`src/rtl/srf_regs.svh`:
```
// Register offsets, field positions, reset values and timing counts of the refresh block.
`ifndef SRF_REGS_SVH
`define SRF_REGS_SVH

// Register byte offsets on the APB bus.
`define SRF_CFG_OFS 8'h00
`define SRF_LAT_OFS 8'h04
`define SRF_STAT_OFS 8'h08

// Configuration fields: burst mode of mode_register_zero and the loop-off bit of mode_register_one.
`define SRF_CFG_BL_LSB 0
`define SRF_CFG_DLL_OFF_BIT 2
`define SRF_CFG_RESET 32'h0000_0000
// Latency fields: additive_latency and column_write_latency.
`define SRF_LAT_AL_LSB 0
`define SRF_LAT_CWL_LSB 4
`define SRF_LAT_RESET 32'h0000_0005

// Burst mode encodings.
`define SRF_BL_FIXED8 2'h0
`define SRF_BL_OTF 2'h1
`define SRF_BL_CHOP4 2'h2

// Timing figures in ns and derived cycle counts at the core clock.
`define SRF_CLK_NS 8
`define SRF_RFC_NS 160
`define SRF_XS_NS 170
`define SRF_TCKE_NS 5
`define SRF_TREFI_NS 7800
`define SRF_RFC_CYC ((`SRF_RFC_NS + `SRF_CLK_NS - 1) / `SRF_CLK_NS)
`define SRF_XS_CYC ((`SRF_XS_NS + `SRF_CLK_NS - 1) / `SRF_CLK_NS)
`define SRF_TCKE_CYC ((`SRF_TCKE_NS / `SRF_CLK_NS) < 1 ? 1 : (`SRF_TCKE_NS / `SRF_CLK_NS))
`define SRF_TREFI_CYC (`SRF_TREFI_NS / `SRF_CLK_NS)

`endif

```
`src/rtl/srf_pkg.sv`:
```
// Types shared by the refresh block.
package srf_pkg;
    typedef enum logic [1:0] {
        ST_IDLE = 2'b00,
        ST_REFRESH = 2'b01,
        ST_SELF = 2'b10,
        ST_EXIT = 2'b11
    } srf_state_t;
endpackage

```
`src/rtl/srf_refresh_ctrl.sv`:
```
// Refresh, self-refresh and write-burst control of the memory device, with an APB register file.
//
// Local design decisions: the register addresses and the APB interface to the registers.
`include "srf_regs.svh"
// Operation
// - Refresh decoded with clock enable high.
// - Internal counter addresses rows; banks left idle.
// - Self-refresh entry decoded with clock enable low.
// - In self-refresh only clock enable matters; the code also needs a NOP or deselect with clock enable high to exit.
// - Loop off on entry, reset on exit.
// - Internal refresh within clock-enable pulse time.
// - Exit on clock enable rise; wait unlocked delay.
// - Mode bits choose chop, eight, or on-the-fly.
// - Chop select bit picks four or eight beats.
module srf_refresh_ctrl (
    input wire logic core_clk,
    input wire logic srst,
    input wire logic chip_select_n,
    input wire logic row_strobe_n,
    input wire logic column_strobe_n,
    input wire logic write_enable_n,
    input wire logic clk_en_input,
    input wire logic burst_chop_select_bit,
    input wire logic [7:0] paddr,
    input wire logic psel,
    input wire logic penable,
    input wire logic pwrite,
    input wire logic [31:0] pwdata,
    output logic [31:0] prdata,
    output logic pready,
    output logic pslverr,
    output logic refresh_active,
    output logic self_refresh_active,
    output logic dll_enabled,
    output logic dll_reset,
    output logic [15:0] refresh_row,
    output logic burst_eight,
    output logic wr_first_beat
);
    import srf_pkg::*;

    srf_state_t state_q;
    srf_state_t state_d;
    logic [7:0] xs_q;
    logic [7:0] xs_d;
    logic [31:0] cfg_q;
    logic [31:0] cfg_d;
    logic [31:0] lat_q;
    logic [31:0] lat_d;
    logic [31:0] prdata_d;
    logic pready_d;
    logic pslverr_d;
    logic sr_act_q;
    logic dll_on_q;
    logic dll_on_d;
    logic dll_rst_q;
    logic dll_rst_d;
    logic bl8_q;
    logic bl8_d;
    logic [4:0] wl_q;
    logic [4:0] wl_d;
    logic wl_run_q;
    logic wl_run_d;
    logic beat_q;
    logic beat_d;
    logic ref_busy;
    logic ref_done;
    logic [15:0] ref_row;
    logic cmd_ref;
    logic cmd_wr;
    logic cmd_nop;
    logic ref_start;

    // Burst length chosen by the mode bits and, on the fly, by the chop select bit.
    function automatic logic burst_is_eight(input logic [1:0] mode, input logic chop_bit);
        unique case (mode)
            `SRF_BL_FIXED8: burst_is_eight = 1'b1;
            `SRF_BL_OTF: burst_is_eight = chop_bit;
            `SRF_BL_CHOP4: burst_is_eight = 1'b0;
            default: burst_is_eight = 1'b1;
        endcase
    endfunction

    // Command decode from the strobes; refresh and entry share a code and differ by clock enable.
    assign cmd_ref = !chip_select_n && !row_strobe_n && !column_strobe_n && write_enable_n;
    assign cmd_wr = !chip_select_n && row_strobe_n && !column_strobe_n && !write_enable_n;
    assign cmd_nop = chip_select_n || (row_strobe_n && column_strobe_n && write_enable_n);
    assign ref_start = (state_q == ST_IDLE) && clk_en_input && cmd_ref;

    srf_refresh_engine u_engine (
        .core_clk(core_clk),
        .srst(srst),
        .start(ref_start),
        .self_mode(state_q == ST_SELF),
        .busy_q(ref_busy),
        .done_q(ref_done),
        .row_q(ref_row)
    );

    // Main state machine for refresh, self-refresh residency and the exit delay.
    always_comb begin
        state_d = state_q;
        xs_d = xs_q;
        dll_on_d = dll_on_q;
        dll_rst_d = 1'b0;
        unique case (state_q)
            ST_IDLE: begin
                if (ref_start) begin
                    state_d = ST_REFRESH;
                end else if (!clk_en_input && cmd_ref) begin
                    state_d = ST_SELF;
                    dll_on_d = 1'b0;
                end
            end
            ST_REFRESH: begin
                if (ref_done) begin
                    state_d = ST_IDLE;
                end
            end
            ST_SELF: begin
                if (clk_en_input && cmd_nop) begin
                    state_d = ST_EXIT;
                    xs_d = 8'(`SRF_XS_CYC - 1);
                    dll_on_d = !cfg_q[`SRF_CFG_DLL_OFF_BIT];
                    dll_rst_d = !cfg_q[`SRF_CFG_DLL_OFF_BIT];
                end
            end
            ST_EXIT: begin
                if (xs_q == 8'h00) begin
                    state_d = ST_IDLE;
                end else begin
                    xs_d = xs_q - 8'h01;
                end
            end
        endcase
        if (state_q == ST_IDLE && state_d == ST_IDLE) begin
            dll_on_d = !cfg_q[`SRF_CFG_DLL_OFF_BIT];
        end
    end

    // Write path: burst length latch and the write latency countdown.
    always_comb begin
        bl8_d = bl8_q;
        wl_d = wl_q;
        wl_run_d = wl_run_q;
        beat_d = 1'b0;
        if (state_q == ST_IDLE && clk_en_input && cmd_wr) begin
            bl8_d = burst_is_eight(cfg_q[`SRF_CFG_BL_LSB +: 2], burst_chop_select_bit);
            wl_d = 5'(lat_q[`SRF_LAT_AL_LSB +: 4]) + 5'(lat_q[`SRF_LAT_CWL_LSB +: 4]) - 5'h01;
            wl_run_d = 1'b1;
        end else if (wl_run_q) begin
            if (wl_q == 5'h00) begin
                wl_run_d = 1'b0;
                beat_d = 1'b1;
            end else begin
                wl_d = wl_q - 5'h01;
            end
        end
    end

    // APB slave: one wait state, answer and data registered, unmapped addresses flag an error.
    always_comb begin
        cfg_d = cfg_q;
        lat_d = lat_q;
        prdata_d = prdata;
        pready_d = psel && penable && !pready;
        pslverr_d = 1'b0;
        if (pready_d) begin
            prdata_d = 32'h0000_0000;
            unique case (paddr)
                `SRF_CFG_OFS: prdata_d = cfg_q;
                `SRF_LAT_OFS: prdata_d = lat_q;
                `SRF_STAT_OFS: prdata_d = {ref_row, 12'h000, bl8_q, dll_on_q, 2'(state_q)};
                default: pslverr_d = 1'b1;
            endcase
            if (pwrite) begin
                pslverr_d = pslverr_d || (paddr == `SRF_STAT_OFS);
            end
        end
        // A write lands only at the edge where the master samples pready high.
        if (psel && penable && pready && pwrite) begin
            if (paddr == `SRF_CFG_OFS) begin
                cfg_d = {29'h0, pwdata[2:0]};
            end
            if (paddr == `SRF_LAT_OFS) begin
                lat_d = {24'h0, pwdata[7:0]};
            end
        end
    end

    // All registers of the block except wl_age_q, which the checks below keep.
    always_ff @(posedge core_clk) begin
        if (srst) begin
            state_q <= ST_IDLE;
            xs_q <= 8'h00;
            cfg_q <= `SRF_CFG_RESET;
            lat_q <= `SRF_LAT_RESET;
            prdata <= 32'h0000_0000;
            pready <= 1'b0;
            pslverr <= 1'b0;
            sr_act_q <= 1'b0;
            dll_on_q <= 1'b1;
            dll_rst_q <= 1'b0;
            bl8_q <= 1'b1;
            wl_q <= 5'h00;
            wl_run_q <= 1'b0;
            beat_q <= 1'b0;
        end else begin
            state_q <= state_d;
            xs_q <= xs_d;
            cfg_q <= cfg_d;
            lat_q <= lat_d;
            prdata <= prdata_d;
            pready <= pready_d;
            pslverr <= pslverr_d;
            sr_act_q <= (state_d == ST_SELF);
            dll_on_q <= dll_on_d;
            dll_rst_q <= dll_rst_d;
            bl8_q <= bl8_d;
            wl_q <= wl_d;
            wl_run_q <= wl_run_d;
            beat_q <= beat_d;
        end
    end

    assign refresh_active = ref_busy;
    assign self_refresh_active = sr_act_q;
    assign dll_enabled = dll_on_q;
    assign dll_reset = dll_rst_q;
    assign refresh_row = ref_row;
    assign burst_eight = bl8_q;
    assign wr_first_beat = beat_q;

    // Checks on the block's own behaviour.
    localparam int TCKE_LIM = `SRF_TCKE_CYC;
    localparam int XS_LIM = `SRF_XS_CYC;

    logic [5:0] wl_age_q;
    always_ff @(posedge core_clk) begin
        if (srst || (state_q == ST_IDLE && clk_en_input && cmd_wr)) begin
            wl_age_q <= 6'h00;
        end else if (wl_age_q != 6'h3F) begin
            wl_age_q <= wl_age_q + 6'h01;
        end
    end
endmodule // srf_refresh_ctrl

```
`src/rtl/srf_refresh_engine.sv`:
```
// Refresh engine: internal row counter, refresh cycle timer and self-refresh interval timer.
`include "srf_regs.svh"
module srf_refresh_engine (
    input wire logic core_clk,
    input wire logic srst,
    input wire logic start,
    input wire logic self_mode,
    output logic busy_q,
    output logic done_q,
    output logic [15:0] row_q
);
    import srf_pkg::*;

    logic busy_d;
    logic done_d;
    logic [15:0] row_d;
    logic [7:0] cnt_q;
    logic [7:0] cnt_d;
    logic [9:0] timer_q;
    logic [9:0] timer_d;
    logic tick;

    // The built-in timer fires at once on entry and then every average refresh interval.
    always_comb begin
        tick = self_mode && (timer_q == 10'h000);
        timer_d = timer_q;
        if (!self_mode) begin
            timer_d = 10'h000;
        end else if (tick) begin
            timer_d = 10'(`SRF_TREFI_CYC - 1);
        end else begin
            timer_d = timer_q - 10'h001;
        end
    end

    // A refresh runs for the refresh cycle time; the row comes from the counter only.
    always_comb begin
        busy_d = busy_q;
        done_d = 1'b0;
        cnt_d = cnt_q;
        row_d = row_q;
        if (busy_q) begin
            if (cnt_q == 8'h00) begin
                busy_d = 1'b0;
                done_d = 1'b1;
                row_d = row_q + 16'h0001;
            end else begin
                cnt_d = cnt_q - 8'h01;
            end
        end else if (start || tick) begin
            busy_d = 1'b1;
            cnt_d = 8'(`SRF_RFC_CYC - 1);
        end
    end

    // Registers of the engine.
    always_ff @(posedge core_clk) begin
        if (srst) begin
            busy_q <= 1'b0;
            done_q <= 1'b0;
            row_q <= 16'h0000;
            cnt_q <= 8'h00;
            timer_q <= 10'h000;
        end else begin
            busy_q <= busy_d;
            done_q <= done_d;
            row_q <= row_d;
            cnt_q <= cnt_d;
            timer_q <= timer_d;
        end
    end
endmodule // srf_refresh_engine

```
`config.mk`:
```
export PLATFORM = sky130hd
export DESIGN_NAME = srf_refresh_ctrl
export DESIGN_NICKNAME = d
export VERILOG_FILES = /design/src/rtl/srf_pkg.sv /design/src/rtl/srf_refresh_ctrl.sv /design/src/rtl/srf_refresh_engine.sv
export VERILOG_INCLUDE_DIRS = /design/src /design/src/rtl
export SDC_FILE = /design/constraint.sdc
export NUM_CORES = 1
export LEC_CHECK = 0
export BUFFER_PORTS_ARGS = -buffer_cell sky130_fd_sc_hd__buf_2
export CAP_MARGIN = 30
export CORE_MARGIN = 4
export CORE_UTILIZATION = 50
export CTS_BUF_LIST = sky130_fd_sc_hd__clkbuf_4
export CTS_CLUSTER_SIZE = 20
export DETAILED_ROUTE_END_ITERATION = 16
export GPL_TIMING_DRIVEN = 0
export PLACE_DENSITY = 0.88
export SYNTH_ARGS = -nofsm -noshare
export SYNTH_HDL_FRONTEND = slang
export SYNTH_HIERARCHICAL = 1
export SYNTH_SLANG_ARGS = --single-unit
```
`constraint.sdc`:
```
create_clock -name core_clk -period 2.2 [get_ports core_clk]
set_clock_uncertainty 0.1 [all_clocks]
set_input_delay 0.22 -clock core_clk [delete_from_list [all_inputs] [get_ports core_clk]]
set_output_delay 0.22 -clock core_clk [all_outputs]
set_load 0.02 [all_outputs]
```
==> qor.txt <==
Sort of element at the start of the critical path -> register
Final setup fails -> 4
Overflow after GRT -> 0
Placer's final routability congestion estimate -> 0.896
Sink Count -> 94
Relative slew slack -> 39.3%
Unique cell type count in the Yosys netlist -> 63
Total chip power -> 3.14 mW
Number of synthesized flops with an enable pin -> 0
Full die area -> 10600 um2
Worst ir drop on vdd -> 0.431 mV
Average cell area after synthesis -> 8.70 um2
Post-detailed-route count of antenna-violating nets -> 0
Via count of the first global-routing pass -> 4227
Clock tree buffer depth -> 2
Critical Path Max Stage Delay -> 0.56 ns
Yosys warnings -> 6
Number of antenna violations at the first check in global routing -> 0
Critical path data required time -> 2.49 ns
Hold Violations, Final -> 0
DPL Wire Length -> 8180 um
Violated checks -> negative setup slack
Vertical die dimension -> 103 um
Top-level I/O count -> 107
Placed cells -> 705
Global-route wire length before repair -> 19000 um
CTS Root Cell -> sky130_fd_sc_hd__clkbuf_4
Nets@finish -> 688
Netlist area before placement -> 4500 um2
Source-to-sink clock delay at the later pin of the worst-skew pair -> 0.46 ns
RSZ-0062 raised after global routing -> true
Fmax achieved -> 438 MHz
Start-to-end type of the worst setup path -> reg2reg
Number of core rows -> 34
Area Overhead vs Synth -> 20.1%
Post-synthesis sequential element count -> 94
H-Tree Depth -> 3
Post-route worst setup slack -> -0.0823 ns
Leading cell type in the layout, fill and taps excluded -> sky130_fd_sc_hd__dfxtp_1
First drt pass iteration count -> 5
TritonCTS clock tree -> done
Number of buffers inserted during clock tree synthesis -> 9
Count of buffers inserted at the top-level ports -> 73
Portion of the clock cycle consumed by the worst path in the final layout -> 104%
Aggregate routed wire length -> 11400 um
Floorplan die width -> 103 um
Max Transition Viols Final -> 0
Sequential cell area fraction in the yosys report -> 41.8%
Clock input transition at the sequential cells of the worst setup and hold paths -> 0.15 ns
Critical path data arrival time -> 2.57 ns
Effective utilization at floorplan -> 51.6%
Most frequent cells in the layout -> sky130_fd_sc_hd__dfxtp_1 (90), sky130_fd_sc_hd__buf_2 (76), sky130_fd_sc_hd__nor2_1 (63), sky130_fd_sc_hd__a21oi_1 (34), sky130_fd_sc_hd__nand2_1 (32)
Count of non-filler cells in the finished layout -> 735
DRC marker count from the first detailed-route iteration -> 229
Routed via count divided by cell count -> 5.81
Slew at the pin closest to its max-slew limit -> 0.898 ns
Final Critical Period -> 2.28 ns
Leak -> 2.24 nW
Overall via count from detail_route -> 4269
Crit. End Element -> register
Result of the run -> complete, but fails checks
Worst-path cell with the longest stage delay -> sky130_fd_sc_hd__or4b_4
Residual DRC count -> 0
Synth async-reset ratio -> 0%
Ratio of cells with drive above 1 in the final layout -> 22.5%
Maximum number of pins on one net before global-route repair -> 16
Total of max-cap violations -> 0
Power density over the cells -> 580 nW/um2
Drt wl/cell -> 15.5 um
Instance count of the mapped netlist -> 517
Flip-flop cell with the highest count after synthesis -> sky130_fd_sc_hd__dfxtp_1
Combined global-route utilization of all metal layers -> 22.4%
Cells along the critical path -> buf_6 -> or4b_4 -> or3_4 -> or4_1 -> a21oi_1
Area inside the core boundary -> 8720 um2
Type of the most critical hold path -> in2reg
Diodes inserted -> 0
Crit Path Max Fanout -> 8
## layer usage
metal | part of all wire, % | vias up | global-route usage (%)
met3 | 6.0 | 34 | 5.48
li1 | - | 2060 | -
met4 | 2.6 | 0 | 8.96
met5 | 0 | - | 0
met2 | 50 | 156 | 38.7
met1 | 41 | 2019 | 26.6
## kinds of logic (layout without fill, tap and decap cells)
logic type | count (synthesis) | after routing | share of synthesized area, %
AND/OR/NAND/NOR | 202 | 202 | 24.4
AO/OA/AOI/OAI | 115 | 115 | 17.2
flip-flops | 94 | 94 | 41.8
buffers and inverters | 61 | 164 | 6.17
XOR/XNOR | 16 | 16 | 3.11
adder cells (fa/ha/maj) | 14 | 14 | 4.06
multiplexers | 14 | 14 | 3.11
other | 1 | 8 | 0.0833
## worst paths after layout
path	cells past startpoint	slack (ns)	start	to
worst max-delay path	5	-0.08	u_engine/cnt_q[2]	u_engine/row_q[13]
worst min-delay path	4	0.04	paddr[2]	prdata[0]
worst max register to register	5	-0.08	u_engine/cnt_q[2]	u_engine/row_q[13]
worst min register to register	2	0.36	prdata[7]	prdata[7]
## stage by stage
stage | setup slack [ns] | hold WS, ns | utilization [%] | setup TNS, ns | area (um2)
after floorplan | -0.0181 | 0.257 | - | -0.0543 | 4540
after global placement | -0.0893 | 0.338 | 57.8 | -0.271 | 5040
after detailed placement | -0.137 | 0.346 | 57.8 | -0.525 | 5040
after CTS | -0.0923 | 0.0159 | 61.4 | -0.310 | 5360
after global routing | -0.155 | 0.0523 | 62.0 | -0.472 | 5400
final | -0.0823 | 0.0411 | 62.0 | -0.216 | 5400
## final cells by class
cell class | instances | area, um2
Fill cell | 708 | 3320
Multi-Input combinational cell | 369 | 2440
Sequential cell | 94 | 1890
Timing Repair Buffer | 90 | 515
Buffer | 32 | 163
Tap cell | 108 | 135
Inverter | 27 | 101
Clock inverter | 5 | 83.8
Clock buffer | 10 | 75.1
## where the power goes
| group | switching, mW | total, mW | internal [mW] |
|---|---|---|---|
| Sequential | 0.0223 | 1.74 | 1.72 |
| Clock | 0.579 | 1.05 | 0.471 |
| Combinational | 0.193 | 0.341 | 0.148 |
| Total | 0.795 | 3.14 | 2.34 |
## sequential cells by signal, summed over array words and instances (netlist names), 2 cells and up
| register | cells |
|---|---|
| lat_q | 8 |
| cfg_q | 3 |
| prdata | 24 |
| u_engine/cnt_q | 8 |
| wl_q | 5 |
| u_engine/timer_q | 10 |
| xs_q | 8 |
| state_q | 2 |
| u_engine/row_q | 16 |
## Yosys cell counts, types with 2 or more instances
| cell type | count | area (um2) |
|---|---|---|
| sky130_fd_sc_hd__o31ai_1 | 7 | 52.6 |
| sky130_fd_sc_hd__buf_4 | 8 | 60.1 |
| sky130_fd_sc_hd__a31oi_1 | 5 | 31.3 |
| sky130_fd_sc_hd__nor2b_1 | 7 | 43.8 |
| sky130_fd_sc_hd__xnor2_1 | 8 | 70.1 |
| sky130_fd_sc_hd__nor3_1 | 12 | 60.1 |
| sky130_fd_sc_hd__o211ai_1 | 4 | 30.0 |
| sky130_fd_sc_hd__nand3_1 | 17 | 85.1 |
| sky130_fd_sc_hd__or3_1 | 11 | 68.8 |
| sky130_fd_sc_hd__a21o_1 | 4 | 30.0 |
| sky130_fd_sc_hd__ha_1 | 13 | 163 |
| sky130_fd_sc_hd__or4b_1 | 2 | 20.0 |
| sky130_fd_sc_hd__nor4b_1 | 3 | 26.3 |
| sky130_fd_sc_hd__nand2b_1 | 5 | 31.3 |
| sky130_fd_sc_hd__or4b_4 | 2 | 27.5 |
| sky130_fd_sc_hd__o21a_1 | 2 | 15.0 |
| sky130_fd_sc_hd__o2bb2ai_1 | 3 | 26.3 |
| sky130_fd_sc_hd__inv_1 | 27 | 101 |
| sky130_fd_sc_hd__a21oi_1 | 37 | 185 |
| sky130_fd_sc_hd__or2_2 | 3 | 18.8 |
| sky130_fd_sc_hd__clkbuf_1 | 20 | 75.1 |
| sky130_fd_sc_hd__nor3b_1 | 2 | 15.0 |
| sky130_fd_sc_hd__a22oi_1 | 16 | 120 |
| sky130_fd_sc_hd__nand2_1 | 32 | 120 |
| sky130_fd_sc_hd__o21ai_0 | 10 | 50.1 |
| sky130_fd_sc_hd__nor4_1 | 5 | 31.3 |
| sky130_fd_sc_hd__nand4_1 | 11 | 68.8 |
| sky130_fd_sc_hd__nand4b_1 | 2 | 17.5 |
| sky130_fd_sc_hd__or4_1 | 10 | 75.1 |
| sky130_fd_sc_hd__a211oi_1 | 7 | 52.6 |
| sky130_fd_sc_hd__a31o_2 | 3 | 26.3 |
| sky130_fd_sc_hd__dfxtp_1 | 94 | 1880 |
| sky130_fd_sc_hd__and2_1 | 3 | 18.8 |
| sky130_fd_sc_hd__mux2i_1 | 14 | 140 |
| sky130_fd_sc_hd__buf_2 | 3 | 15.0 |
| sky130_fd_sc_hd__and4_1 | 2 | 17.5 |
| sky130_fd_sc_hd__a211o_1 | 3 | 26.3 |
| sky130_fd_sc_hd__xor2_1 | 8 | 70.1 |
| sky130_fd_sc_hd__a41oi_1 | 2 | 17.5 |
| sky130_fd_sc_hd__a311o_1 | 2 | 20.0 |
| sky130_fd_sc_hd__o41ai_1 | 2 | 17.5 |
| sky130_fd_sc_hd__buf_6 | 2 | 22.5 |
| sky130_fd_sc_hd__nor2_1 | 63 | 236 |
| sky130_fd_sc_hd__nor4b_2 | 2 | 30.0 |
## worst max-delay path, delay by kind of cell, from the launching register on
family	cells	cell delay, ns
AND/OR/NAND/NOR	3	1.50
AO/OA/AOI/OAI	1	0.15
flip-flops	1	0.34
buffers and inverters	1	0.13
## repair_timing
item | in CTS | in global routing
gates cloned | 0 | 0
setup endpoints to repair | 10 | 16
hold buffers | 9 | 0
buffers inserted | 7 | 1
gates resized for setup | 3 | 12
endpoints found under the hold margin | 13 | 0
pin swaps | 0 | 2
Power figures use the tool's default switching activity.
